**src/logic/ccpm_pkg.sv**
```systemverilog
`default_nettype none

package ccpm_pkg;

  // ----------------------------------------------------------------
  // Register indexes (byte address is four times the index)
  // ----------------------------------------------------------------
  localparam logic [7:0] CCPM_POWER_CONTROL_IDX = 8'h87;
  localparam logic [7:0] CCPM_DIV_IDX  = 8'h88;
  localparam logic [7:0] CCPM_AUX_IDX  = 8'h89;
  localparam logic [7:0] CCPM_IEN_IDX  = 8'h8a;
  localparam logic [7:0] CCPM_CFG_IDX  = 8'h8b;
  localparam logic [7:0] CCPM_STAT_IDX = 8'h8c;

  // ----------------------------------------------------------------
  // Field positions
  // ----------------------------------------------------------------
  localparam int PC_SLEEP    = 0;
  localparam int PC_PDOWN    = 1;
  localparam int PC_POWER_UP = 4;
  localparam int PC_BROWNOUT = 5;
  localparam int PC_BAUD_DBL = 7;
  localparam int AUX_BO_IRQ  = 5;
  localparam int AUX_BO_DIS  = 6;
  localparam int IEN_BO      = 5;
  localparam int IEN_GLOBAL  = 7;
  localparam int CFG_HALVE   = 0;
  localparam int CFG_BO_LVL  = 1;
  localparam int CFG_XTAL    = 2;

  // ----------------------------------------------------------------
  // Reset values
  // ----------------------------------------------------------------
  localparam logic [7:0] CCPM_POWER_CONTROL_POR   = 8'h30;
  localparam logic [7:0] CCPM_POWER_CONTROL_KEEP  = 8'h30;
  localparam logic [7:0] CCPM_CFG_RESET  = 8'h06;
  localparam logic [7:0] CCPM_ZERO_BYTE  = 8'h00;

  // ----------------------------------------------------------------
  // Timing
  // ----------------------------------------------------------------
  localparam int CCPM_MACHINE_TICKS = 6;
  localparam int CCPM_XTAL_CLOCKS   = 1024;
  localparam int CCPM_RC_CLOCKS     = 256;

  // Sense input positions
  localparam int SN_BO25 = 0;
  localparam int SN_BO38 = 1;
  localparam int SN_POR  = 2;
  localparam int SN_WDT  = 3;

  typedef enum logic [1:0] {CCPM_RUN, CCPM_IDLE, CCPM_PDOWN, CCPM_WAKE} ccpm_mode_t;

  typedef struct packed {
    logic wdt_overflow;
    logic power_on_detect;
    logic below_3v8;
    logic below_2v5;
  } ccpm_sense_t;

  typedef struct packed {
    logic cpu_tick;
    logic periph_tick;
    logic machine_tick;
  } ccpm_ticks_t;

endpackage

`default_nettype wire

```
**src/logic/ccpm_manager.sv**
```systemverilog
// Overview of operation
// Halving option makes machine cycle twelve clocks
// Divider zero: raw or halved oscillator rate
// Divider N divides by two times N+1
// Divider changes apply at once, no stall
// Brownout resets, or interrupts when select set
// Level bit picks 2.5 V or 3.8 V
// Brownout reset held while supply stays low
// Brownout interrupt fires once per falling crossing
// Brownout interrupt needs global and own enable
// Brownout sets sticky flag until software clears
// Disable bit stops brownout resets and interrupts
// Power-up detection sets sticky power-up flag
// Sleep bit idles; interrupt or reset ends it
// Power-down bit stops oscillator, clears on exit
// Reset or enabled wake interrupt ends power-down
// Wake waits 1024 crystal or 256 other clocks
// Brownout wakes or resets from power-down
// Watchdog overflow resets even in power-down
// Brownout and watchdog keep working in power-down
// Baud doubler bit drives serial port doubling
// Two user flags are plain storage
`timescale 1ns/1ps
`default_nettype none

module ccpm_manager
#(
  parameter int XTAL_STARTUP_CLOCKS = ccpm_pkg::CCPM_XTAL_CLOCKS,
  parameter int RC_STARTUP_CLOCKS   = ccpm_pkg::CCPM_RC_CLOCKS
)
(
  input  wire logic                  clk,
  input  wire logic                  reset_n,
  input  wire logic                  hsel,
  input  wire logic [31:0]           haddr,
  input  wire logic [1:0]            htrans,
  input  wire logic                  hwrite,
  input  wire logic [2:0]            hsize,
  input  wire logic [31:0]           hwdata,
  input  wire logic                  hready,
  output var  logic                  hreadyout,
  output var  logic                  hresp,
  output var  logic [31:0]           hrdata,
  input  wire ccpm_pkg::ccpm_sense_t sense,
  input  wire logic                  irq_pending,
  input  wire logic                  wake_irq_pending,
  output var  ccpm_pkg::ccpm_ticks_t ticks,
  output var  logic                  cpu_reset,
  output var  logic                  brownout_irq,
  output var  logic                  osc_enable,
  output var  logic                  baud_doubler
);
  import ccpm_pkg::*;

  // ----------------------------------------------------------------
  // Parameter checks
  // ----------------------------------------------------------------
  if (XTAL_STARTUP_CLOCKS < 1 || XTAL_STARTUP_CLOCKS > 2047 ||
      RC_STARTUP_CLOCKS < 1 || RC_STARTUP_CLOCKS > 2047)
  begin : g_bad_param
    $error("startup clock counts must lie in 1..2047");
  end

  localparam logic [10:0] XTAL_LAST = 11'(XTAL_STARTUP_CLOCKS - 1);
  localparam logic [10:0] RC_LAST   = 11'(RC_STARTUP_CLOCKS - 1);
  localparam logic [2:0]  MC_LAST   = 3'(CCPM_MACHINE_TICKS - 1);

  // ----------------------------------------------------------------
  // State
  // ----------------------------------------------------------------
  typedef struct packed {
    ccpm_mode_t  mode;
    logic [7:0]  power_control;
    logic [7:0]  divider;
    logic [7:0]  aux;
    logic [7:0]  ien;
    logic [7:0]  cfg;
    logic [3:0]  sync1;
    logic [3:0]  sync2;
    logic [3:0]  sync3;
    logic [3:0]  filt;
    logic [3:0]  filt_prev;
    logic        bo_prev;
    logic [10:0] div_cnt;
    logic [2:0]  mc_cnt;
    logic [10:0] wake_cnt;
    logic        ahb_wr;
    logic        ahb_hit;
    logic [7:0]  ahb_idx;
    logic [31:0] rdata;
    ccpm_ticks_t tk;
    logic        rst_out;
    logic        bo_irq;
    logic        osc_on;
  } ccpm_state_t;

  ccpm_state_t q;
  ccpm_state_t n;

  logic        bo_sel;
  logic        bo_active;
  logic        bo_reset_lvl;
  logic        bo_rise;
  logic        bo_irq_req;
  logic        wdt_evt;
  logic        por_rise;
  logic        int_reset;
  logic        wake_evt;
  logic        addr_ok;
  logic [7:0]  rd_byte;
  logic [10:0] ratio;
  logic [10:0] wake_last;

  always_comb
  begin
    n = q;

    // --------------------------------------------------------------
    // Sense synchronisers: a change counts when stages two and three agree
    // --------------------------------------------------------------
    n.sync1 = sense;
    n.sync2 = q.sync1;
    n.sync3 = q.sync2;
    for (int i = 0; i < 4; i++)
    begin
      if (q.sync2[i] == q.sync3[i])
      begin
        n.filt[i] = q.sync3[i];
      end
    end
    n.filt_prev = q.filt;

    // Detector and watchdog logic uses no oscillator tick, so it keeps running in power-down
    bo_sel       = q.cfg[CFG_BO_LVL] ? q.filt[SN_BO25] : q.filt[SN_BO38];
    bo_active    = bo_sel && !q.aux[AUX_BO_DIS];
    bo_reset_lvl = bo_active && !q.aux[AUX_BO_IRQ];
    bo_rise      = bo_active && !q.bo_prev;
    bo_irq_req   = bo_rise && q.aux[AUX_BO_IRQ]
                   && q.ien[IEN_GLOBAL] && q.ien[IEN_BO];
    wdt_evt      = q.filt[SN_WDT] && !q.filt_prev[SN_WDT];
    por_rise     = q.filt[SN_POR] && !q.filt_prev[SN_POR];
    int_reset    = bo_reset_lvl || wdt_evt || q.filt[SN_POR];
    wake_evt     = wake_irq_pending || bo_irq_req;
    n.bo_prev    = bo_active;

    // --------------------------------------------------------------
    // Bus data phase: writes land here
    // --------------------------------------------------------------
    if (q.ahb_wr && q.ahb_hit)
    begin
      case (q.ahb_idx)
        CCPM_POWER_CONTROL_IDX: n.power_control    = hwdata[7:0];
        CCPM_DIV_IDX:  n.divider = hwdata[7:0];
        CCPM_AUX_IDX:  n.aux     = hwdata[7:0];
        CCPM_IEN_IDX:  n.ien     = hwdata[7:0];
        CCPM_CFG_IDX:  n.cfg     = hwdata[7:0];
        default:       n.power_control    = n.power_control;
      endcase
    end

    // --------------------------------------------------------------
    // Power mode sequencing
    // --------------------------------------------------------------
    wake_last = q.cfg[CFG_XTAL] ? XTAL_LAST : RC_LAST;
    case (q.mode)
      CCPM_RUN:
      begin
        n.wake_cnt = '0;
        if (n.power_control[PC_PDOWN])
        begin
          n.mode = CCPM_PDOWN;
        end
        else if (n.power_control[PC_SLEEP])
        begin
          n.mode = CCPM_IDLE;
        end
      end
      CCPM_IDLE:
      begin
        if (irq_pending || bo_irq_req)
        begin
          n.mode            = CCPM_RUN;
          n.power_control[PC_SLEEP]  = 1'b0;
        end
      end
      CCPM_PDOWN:
      begin
        if (wake_evt)
        begin
          n.mode     = CCPM_WAKE;
          n.wake_cnt = '0;
        end
      end
      CCPM_WAKE:
      begin
        if (q.wake_cnt == wake_last)
        begin
          n.mode            = CCPM_RUN;
          n.power_control[PC_PDOWN]  = 1'b0;
          n.power_control[PC_SLEEP]  = 1'b0;
        end
        else
        begin
          n.wake_cnt = q.wake_cnt + 11'd1;
        end
      end
      default: n.mode = CCPM_RUN;
    endcase

    // Internal reset beats any mode and keeps only the cause flags and cfg
    if (int_reset)
    begin
      n.mode    = CCPM_RUN;
      n.power_control    = n.power_control & CCPM_POWER_CONTROL_KEEP;
      n.divider = CCPM_ZERO_BYTE;
      n.aux     = CCPM_ZERO_BYTE;
      n.ien     = CCPM_ZERO_BYTE;
    end

    // Hardware sets applied last so a set wins over a same-cycle clear
    if (bo_rise)
    begin
      n.power_control[PC_BROWNOUT] = 1'b1;
    end
    if (por_rise)
    begin
      n.power_control[PC_POWER_UP] = 1'b1;
    end

    // --------------------------------------------------------------
    // Clock division
    // --------------------------------------------------------------
    if (q.divider == 8'h00)
    begin
      ratio = q.cfg[CFG_HALVE] ? 11'd2 : 11'd1;
    end
    else
    begin
      ratio = {2'b00, q.divider, 1'b0} + 11'd2;
      if (q.cfg[CFG_HALVE])
      begin
        ratio = {ratio[9:0], 1'b0};
      end
    end

    n.tk = '0;
    if (n.mode == CCPM_PDOWN || n.mode == CCPM_WAKE)
    begin
      n.div_cnt = '0;
    end
    // A counter past a freshly shortened ratio wraps at once instead of stalling
    else if (q.div_cnt >= ratio - 11'd1)
    begin
      n.div_cnt        = '0;
      n.tk.periph_tick = 1'b1;
      n.tk.cpu_tick    = (n.mode == CCPM_RUN) && !int_reset;
      if (q.mc_cnt == MC_LAST)
      begin
        n.mc_cnt          = '0;
        n.tk.machine_tick = 1'b1;
      end
      else
      begin
        n.mc_cnt = q.mc_cnt + 3'd1;
      end
    end
    else
    begin
      n.div_cnt = q.div_cnt + 11'd1;
    end

    n.rst_out = int_reset;
    n.bo_irq  = bo_irq_req;
    n.osc_on  = (n.mode != CCPM_PDOWN);

    // --------------------------------------------------------------
    // Bus address phase; read data built from the updated state
    // --------------------------------------------------------------
    addr_ok = (haddr[31:10] == 22'h000000) && (haddr[1:0] == 2'b00) && (hsize == 3'b010);
    case (haddr[9:2])
      CCPM_POWER_CONTROL_IDX: rd_byte = n.power_control;
      CCPM_DIV_IDX:  rd_byte = n.divider;
      CCPM_AUX_IDX:  rd_byte = n.aux;
      CCPM_IEN_IDX:  rd_byte = n.ien;
      CCPM_CFG_IDX:  rd_byte = n.cfg;
      CCPM_STAT_IDX: rd_byte = {3'b000, int_reset, bo_active, n.osc_on, n.mode};
      default:       rd_byte = CCPM_ZERO_BYTE;
    endcase
    n.ahb_wr = 1'b0;
    if (hsel && htrans[1] && hready)
    begin
      n.ahb_wr  = hwrite;
      n.ahb_hit = addr_ok;
      n.ahb_idx = haddr[9:2];
      n.rdata   = (!hwrite && addr_ok) ? {24'h000000, rd_byte} : 32'h00000000;
    end
  end

  always_ff @(posedge clk or negedge reset_n)
  begin
    if (!reset_n)
    begin
      q         <= '0;
      q.mode    <= CCPM_RUN;
      q.power_control    <= CCPM_POWER_CONTROL_POR;
      q.cfg     <= CCPM_CFG_RESET;
      q.osc_on  <= 1'b1;
      q.rst_out <= 1'b1;
    end
    else
    begin
      q <= n;
    end
  end

  // ----------------------------------------------------------------
  // Outputs
  // ----------------------------------------------------------------
  assign hreadyout    = 1'b1;
  assign hresp        = 1'b0;
  assign hrdata       = q.rdata;
  assign ticks        = q.tk;
  assign cpu_reset    = q.rst_out;
  assign brownout_irq = q.bo_irq;
  assign osc_enable   = q.osc_on;
  assign baud_doubler = q.power_control[PC_BAUD_DBL];
endmodule

`default_nettype wire

```
**config.mk**
```make
export PLATFORM = sky130hd
export DESIGN_NAME = ccpm_manager
export DESIGN_NICKNAME = d
export VERILOG_FILES = /design/src/logic/ccpm_pkg.sv /design/src/logic/ccpm_manager.sv
export SDC_FILE = /design/constraint.sdc
export NUM_CORES = 1
export LEC_CHECK = 0
export ABC_AREA = 1
export BUFFER_PORTS_ARGS = -buffer_cell sky130_fd_sc_hd__buf_2
export CORE_ASPECT_RATIO = 1.2
export CORE_MARGIN = 1.5
export CORE_UTILIZATION = 60
export CTS_CLUSTER_SIZE = 25
export DETAILED_ROUTE_END_ITERATION = 8
export HOLD_SLACK_MARGIN = 0.15
export PLACE_DENSITY_LB_ADDON = 0.15
export SLEW_MARGIN = 20
export SYNTH_ARGS = -nofsm -noshare
export SYNTH_HDL_FRONTEND = slang
export SYNTH_SLANG_ARGS = --single-unit
```
**constraint.sdc**
```tcl
create_clock -name clk -period 5.1 [get_ports clk]
set_clock_uncertainty 0.15 [all_clocks]
set_input_delay 0.51 -clock clk [delete_from_list [all_inputs] [get_ports clk]]
set_output_delay 0.51 -clock clk [all_outputs]
set_load 0.1 [all_outputs]
```
After elaboration in Yosys (flattened, before gate mapping)
Cells that the tools add are included.

Register bits: 136. Latch bits: 0. RAM bits: 0. ROM bits: 0. Input bits: 80. Output and inout bits: 41. Logic and storage cells: 132. Memories kept: 0.

Add/subtract/negate cells: 5. Multipliers: 0. Divide/modulo/power cells: 0. Order comparisons: 1. Equality and inequality tests: 26. Shifts and indexed selects: 0. Mux-type cells: 36. Bitwise logic cells: 1. Reduce and logical (&&, ||, !) cells: 35.

Operators by type and width (count): 8-bit equality test (second input constant) (11); 11-bit 2-to-1 mux (6); 8-bit 2-to-1 mux (6); 8-bit one-hot mux with 6 select lines (1); 42-bit 2-to-1 mux (1); 40-bit 2-to-1 mux (1); 34-bit 2-to-1 mux (1); 11-bit one-hot mux with 3 select lines (1); 11-bit by 1-bit adder with 11-bit output (second input constant) (2); 22-bit zero test (1); 1-bit logical AND (15); 2-bit 2-to-1 mux (7); 11-bit by 10-bit equality test with 1-bit output (1); 11-bit greater-or-equal comparator (1); 11-bit by 1-bit subtractor with 11-bit output (second input constant) (1); 9-bit by 2-bit adder with 10-bit output (second input constant) (1); 10-bit 2-to-1 mux (1); 3-bit 2-to-1 mux (3); 2-bit equality test (second input constant) (4); 8-bit zero test (1); 2-bit one-hot mux with 4 select lines (1); 1-bit zero test (7); 2-bit zero test (3); 1-bit 2-to-1 mux (6); 12 further kinds (21).

Depth between registers and ports, before layout
Depth after elaboration: 14. Mapped depth: 24. Gate-level depth less buffers: 24.

Least setup slack after synthesis
Ideal clock, no wire load.

Kind: reg2reg. From: register q[118] (netlist bit). To: register q[63] (netlist bit). Setup time: 0.115 ns. Data arrival time: 2.838 ns. Data required time: 4.835 ns. Setup slack: 1.997 ns. Stages on the path, launching flop included: 20. Buffers on the path: 1. Clock period less this slack: 3.103 ns. Cell sequence: dfrtp_1 inv_1 ha_1 inv_1 nor2_1 nand3_2 o21ai_0 ha_1 inv_1 nor2_1 nand2_1 xor2_1 ha_1 nand2_1 nor2_1 nand3_1 nand4_1 clkbuf_1 nand3b_1 inv_1.

RTL lines: start, declared (line ccpm_manager.sv:97) `ccpm_state_t q;`; start signal, assigned (line ccpm_manager.sv:312) `q <= n;`.

Final worst setup path
From: register q[118] (netlist bit). To: register q[61] (netlist bit).

Longest elaborated chain between the ends: 6. Elaborated cells on any way between the ends: 7. Those cells by class: add/sub (2); order compare (1); mux (2); reduce/logical (2).

RTL lines: 9-bit by 2-bit adder with 10-bit output (line ccpm_manager.sv:239) `ratio = {2'b00, q.divider, 1'b0} + 11'd2;`; 11-bit 2-to-1 mux (line ccpm_manager.sv:240) `if (q.cfg[CFG_HALVE])`; 11-bit 2-to-1 mux (*) (line ccpm_manager.sv:233) `if (q.divider == 8'h00)`; 11-bit by 1-bit subtractor with 11-bit output (*) (line ccpm_manager.sv:252) `else if (q.div_cnt >= ratio - 11'd1)`; 11-bit greater-or-equal comparator (*) (line ccpm_manager.sv:252); 2-bit AND reduction (no line) (*).

Every way passes the cells marked *; elsewhere a longest branch is shown, timed or not. A chain may end at the register's enable or synchronous reset.

==> results.md <==
- The flow ran to the end, and the final reports show no timing, DRC or antenna violations.
- The repair_antennas step left the layout with diodes totalling 0.
- The share of the core filled with cells is 0.676.
- Counting along the longest clock path gives a buffer depth of 2.
- The fraction of the yosys area taken by sequential cells is 0.423.
- Counting distinct cell types in the post-synthesis netlist gives 44.
- After synthesis, the cell types taking the most area are sky130_fd_sc_hd__dfrtp_1 (40%), sky130_fd_sc_hd__nand2_1 (12%), sky130_fd_sc_hd__inv_1 (5.7%).
- The die span in y is 117 um.
- The final HPWL from detailed placement is 10900 um.
- The critical path depth in cells is 20.
- The multi-input combinational cells in the finished layout cover a total of 3090 sq um.
- The sequential cells in the finished layout cover a total of 2760 sq um.
- Together, buffers and inverters on the worst path number 4.
- The wire length per cell after detailed routing is 14.5 um.
- The placed cell area is 6780 sq um.
- After the first detailed-routing iteration, the DRC count stood at 429.
- The die boundary width is 98.2 um.
- For the worst setup path, the data required time is 5.20 ns.
- The startpoint of the lowest-slack register-to-register path is q[118]$_DFF_PN0_.
- The first global-routing pass estimated 24800 um of wire.
- The number of nets with antenna violations after routing is 0.
- In this run, synthesis inferred 0 flip-flops with an integrated enable.
- The share of post-route cells with drive strength above 1 is 0.145.
- The overall global routing resource usage is 0.267.
- The global routing's busiest layer is met2.
- Summing internal, switching and leakage power gives 0.00196 W.
- The family with the most delay on the worst path is simple AND/OR/NAND/NOR gates.
- For this design, the slowest cell found on the critical path is sky130_fd_sc_hd__nand4_1.
- The total number of vias is 5568.
- The area of the die is 11500 sq um.
- Entering global routing, the biggest net connects 64 pins.
- The share of the clock period used by the worst path after layout is 0.767.
- The number of failing hold endpoints at the final stage is 0.
- During placement, the flow inserted port buffers numbering 69.
- The cell area after synthesis is 6530 sq um.
- By instance count, the leading cell after synthesis is sky130_fd_sc_hd__nand2_1.
- The timing startpoint of the critical path is q[118]$_DFF_PN0_.
- The met3 capacity usage during global routing is 0.0368.
- The floorplan has 41 rows.
- The final-stage net count is 990.
- The starting utilization of the core area is 0.618.
- Setup repair after global routing left no endpoint under its margin.
- For this run, design rule violations remaining after detail routing come to 0.
- By count the netlist is led by sky130_fd_sc_hd__nand2_1 (204), sky130_fd_sc_hd__dfrtp_1 (104), sky130_fd_sc_hd__inv_1 (99).
- The cell count after synthesis is 837.
- The number of max-slew violations in the final report is 0.
- For this design the ratio of total power to cell area is 274 nW/um^2.
- The routed wire length is 14900 um.
- The core region is 10600 sq um.
- The met2 demand-to-capacity share in global routing is 0.485.
- The worst min-delay path category is reg2reg.
- The worst-case reg-to-reg path depth is 20.
- The critical path goes through inv_1 > ha_1 > inv_1 > nor2_1 > nand3_2 > o21ai_0 > ha_1 > inv_1 > nor2_1 > nand2_1 > xor2_1 > ha_1 > a21oi_1 > o21a_1 > nand4_1 > nand2_4 > inv_4 > nand2_4 > nand2_1 > o21a_1.
- The arrival time of the worst setup path is 4.01 ns.
- The setup-violating endpoint count in the final report is 0.
- Along the worst path, the maximum fanout reaches 12.
- In this run the most critical hold path is launched from n[89]$_DFF_PN0_.
- During I/O placement, the number of pins put on the boundary was 121.
- The number of buffers added by the clock tree synthesis step is 9.
- The critical path capture point type is a flip-flop.
- In the global route stage, met1 resource usage came out at 0.325.
- The total number of yosys warnings is 0.
- The mean number of vias per cell is 5.42.
- The worst hold path was traced through 0 stages.
- The worst slew slack as a fraction of its limit is 0.429.
- The clock transition at the register clock pins on the worst setup and hold paths after CTS is 0.08 ns.
- The commonest register cell after synthesis is sky130_fd_sc_hd__dfrtp_1.
- The CTS root buffer is sky130_fd_sc_hd__clkbuf_16.
- The number of search-and-repair iterations in the first detailed-routing pass is 5.
- The congestion estimate from routability-driven global placement came to 0.899.
- TritonCTS built the clock tree.
- The deepest level of the CTS H-tree is 3.
- CTS saw 110 sinks.
- The area growth from synthesis to final layout is 9.45%.
- The kind of critical path is reg2reg.
- The clock network latency to the later pin of the worst-skew pair is 0.36 ns.
- The fraction of synthesis flops using an asynchronous set or reset pin is 1.00.
- The type of origin of the critical path is a flip-flop.
- Global routing finished with a remaining overflow of 0.
- Counting flops and latches in the post-synthesis netlist gives 110.
- In this run the mean area of a mapped cell was 7.80 sq um.
- The count of max-cap constraint violations is 0.
- The filler cells instantiated in the layout total 893.
- After routing the design area is 7140 sq um.
- Adding up every negative setup slack in the final design gives 0 ns.
- The worst path needs 3.91 ns of the cycle, external delays included.
- The worst-case IR drop observed on VDD is 168 uV.
- The library cell with the largest summed area after synthesis is sky130_fd_sc_hd__dfrtp_1.
- The number of antenna violations at the first check in global routing is 0.
- The via count of the first global-routing pass came to 5423.
- Of the post-synthesis cell area, the dominant cell type holds 0.399.
- Derived from the worst setup path, the maximum achievable clock frequency is 0.256 GHz.
- In this run the static leakage power is 3.68 nW.
- At the pin with the least slew margin, the transition time is 0.854 ns.
- The number of gates resized after CTS was 0.
- The highest cell delay on the worst timing path is 0.47 ns.
[layout by cell type, fill, tap and decap left out, types with 2 or more instances in the layout]
cell and count:
sky130_fd_sc_hd__a21oi_1 21, sky130_fd_sc_hd__and2_1 4, sky130_fd_sc_hd__buf_2 68, sky130_fd_sc_hd__buf_4 3, sky130_fd_sc_hd__clkbuf_16 9, sky130_fd_sc_hd__clkinv_8 2, sky130_fd_sc_hd__conb_1 26, sky130_fd_sc_hd__dfrtp_1 104
sky130_fd_sc_hd__dfstp_2 6, sky130_fd_sc_hd__dlygate4sd3_1 5, sky130_fd_sc_hd__ha_1 16, sky130_fd_sc_hd__inv_1 99, sky130_fd_sc_hd__inv_2 5, sky130_fd_sc_hd__inv_8 3, sky130_fd_sc_hd__maj3_1 4, sky130_fd_sc_hd__nand2_1 204
sky130_fd_sc_hd__nand2_2 10, sky130_fd_sc_hd__nand2_4 3, sky130_fd_sc_hd__nand3_1 51, sky130_fd_sc_hd__nand3_2 3, sky130_fd_sc_hd__nand3_4 3, sky130_fd_sc_hd__nand3b_1 4, sky130_fd_sc_hd__nand4_1 18, sky130_fd_sc_hd__nor2_1 91
sky130_fd_sc_hd__nor2_2 3, sky130_fd_sc_hd__nor2_8 3, sky130_fd_sc_hd__nor3_1 11, sky130_fd_sc_hd__nor3_2 2, sky130_fd_sc_hd__nor3b_1 3, sky130_fd_sc_hd__nor4_1 9, sky130_fd_sc_hd__o211ai_1 5, sky130_fd_sc_hd__o21a_1 9
sky130_fd_sc_hd__o21ai_0 32, sky130_fd_sc_hd__o21ai_1 19, sky130_fd_sc_hd__o31ai_1 5, sky130_fd_sc_hd__xnor2_1 8, sky130_fd_sc_hd__xor2_1 18
[repair_timing]
action                                 CTS  global route
endpoints found under the hold margin   62             0
hold buffers                             5             0
buffers inserted                         0             0
[cell type report]
| cell class | instances | share of cell area |
|---|---|---|
| repair buffers | 76 | 0.0578 |
| inverters | 106 | 0.0561 |
| well taps | 129 | 0.0226 |
| clock inverters | 7 | 0.0128 |
| flip-flops and latches | 110 | 0.386 |
| clock buffers | 9 | 0.0315 |
| multi-input cells | 591 | 0.433 |
[path summary, 6_finish.rpt]
check | end | slack, ns
hold / removal | n[85]$_DFF_PN0_ | 0.20
max in group asynchronous | hrdata[5]$_DFFE_PN0P_ | 3.06
min in group asynchronous | q[54]$_DFFE_PN0P_ | 0.62
setup reg to reg | q[61]$_DFFE_PN0P_ | 1.19
hold reg to reg | n[85]$_DFF_PN0_ | 0.20
setup / recovery | q[61]$_DFFE_PN0P_ | 1.19
[state kept, by name, summed over array words and instances, names as in the netlist]
signal / cells
cpu_reset: 1
baud_doubler: 1
ticks: 3
hrdata: 8
q: 83
brownout_irq: 1
n: 12
osc_enable: 1
[cells by family (layout without fill, tap and decap cells)]
group / after synthesis / after routing / share of synthesized area
flops: 110 / 110 / 0.423
other cells: 2 / 26 / 0.00115
buf+inv: 160 / 198 / 0.117
compound gates: 94 / 94 / 0.0821
xor+xnor: 26 / 26 / 0.0349
fa+ha+maj: 20 / 20 / 0.0368
simple gates: 425 / 425 / 0.305
[through the flow]
step | hold slack, ns | worst slack, ns | instances
after floorplan | 0.0644 | 2.00 | 861
after global placement | 0.182 | 1.44 | 1007
after detailed placement | 0.185 | 1.26 | 1007
after CTS | 0.205 | 1.23 | 1028
after global routing | 0.211 | 0.761 | 1028
final | 0.203 | 1.19 | 1028
[power by group]
| part | switching (W) | internal, W | leakage [nW] |
|---|---|---|---|
| clock | 0.000379 | 0.000360 | 0.155 |
| combinational | 0.000224 | 0.0000587 | 2.08 |
| sequential | 0.0000267 | 0.000910 | 1.45 |
| total | 0.000630 | 0.00133 | 3.68 |
[layer usage]
metal,vias to the layer above,share of wire
met5,-,0
met4,0,0.031
met1,2636,0.40
li1,2730,-
met2,168,0.52
met3,34,0.044
Note: power is estimated with default switching activity, not from simulation.
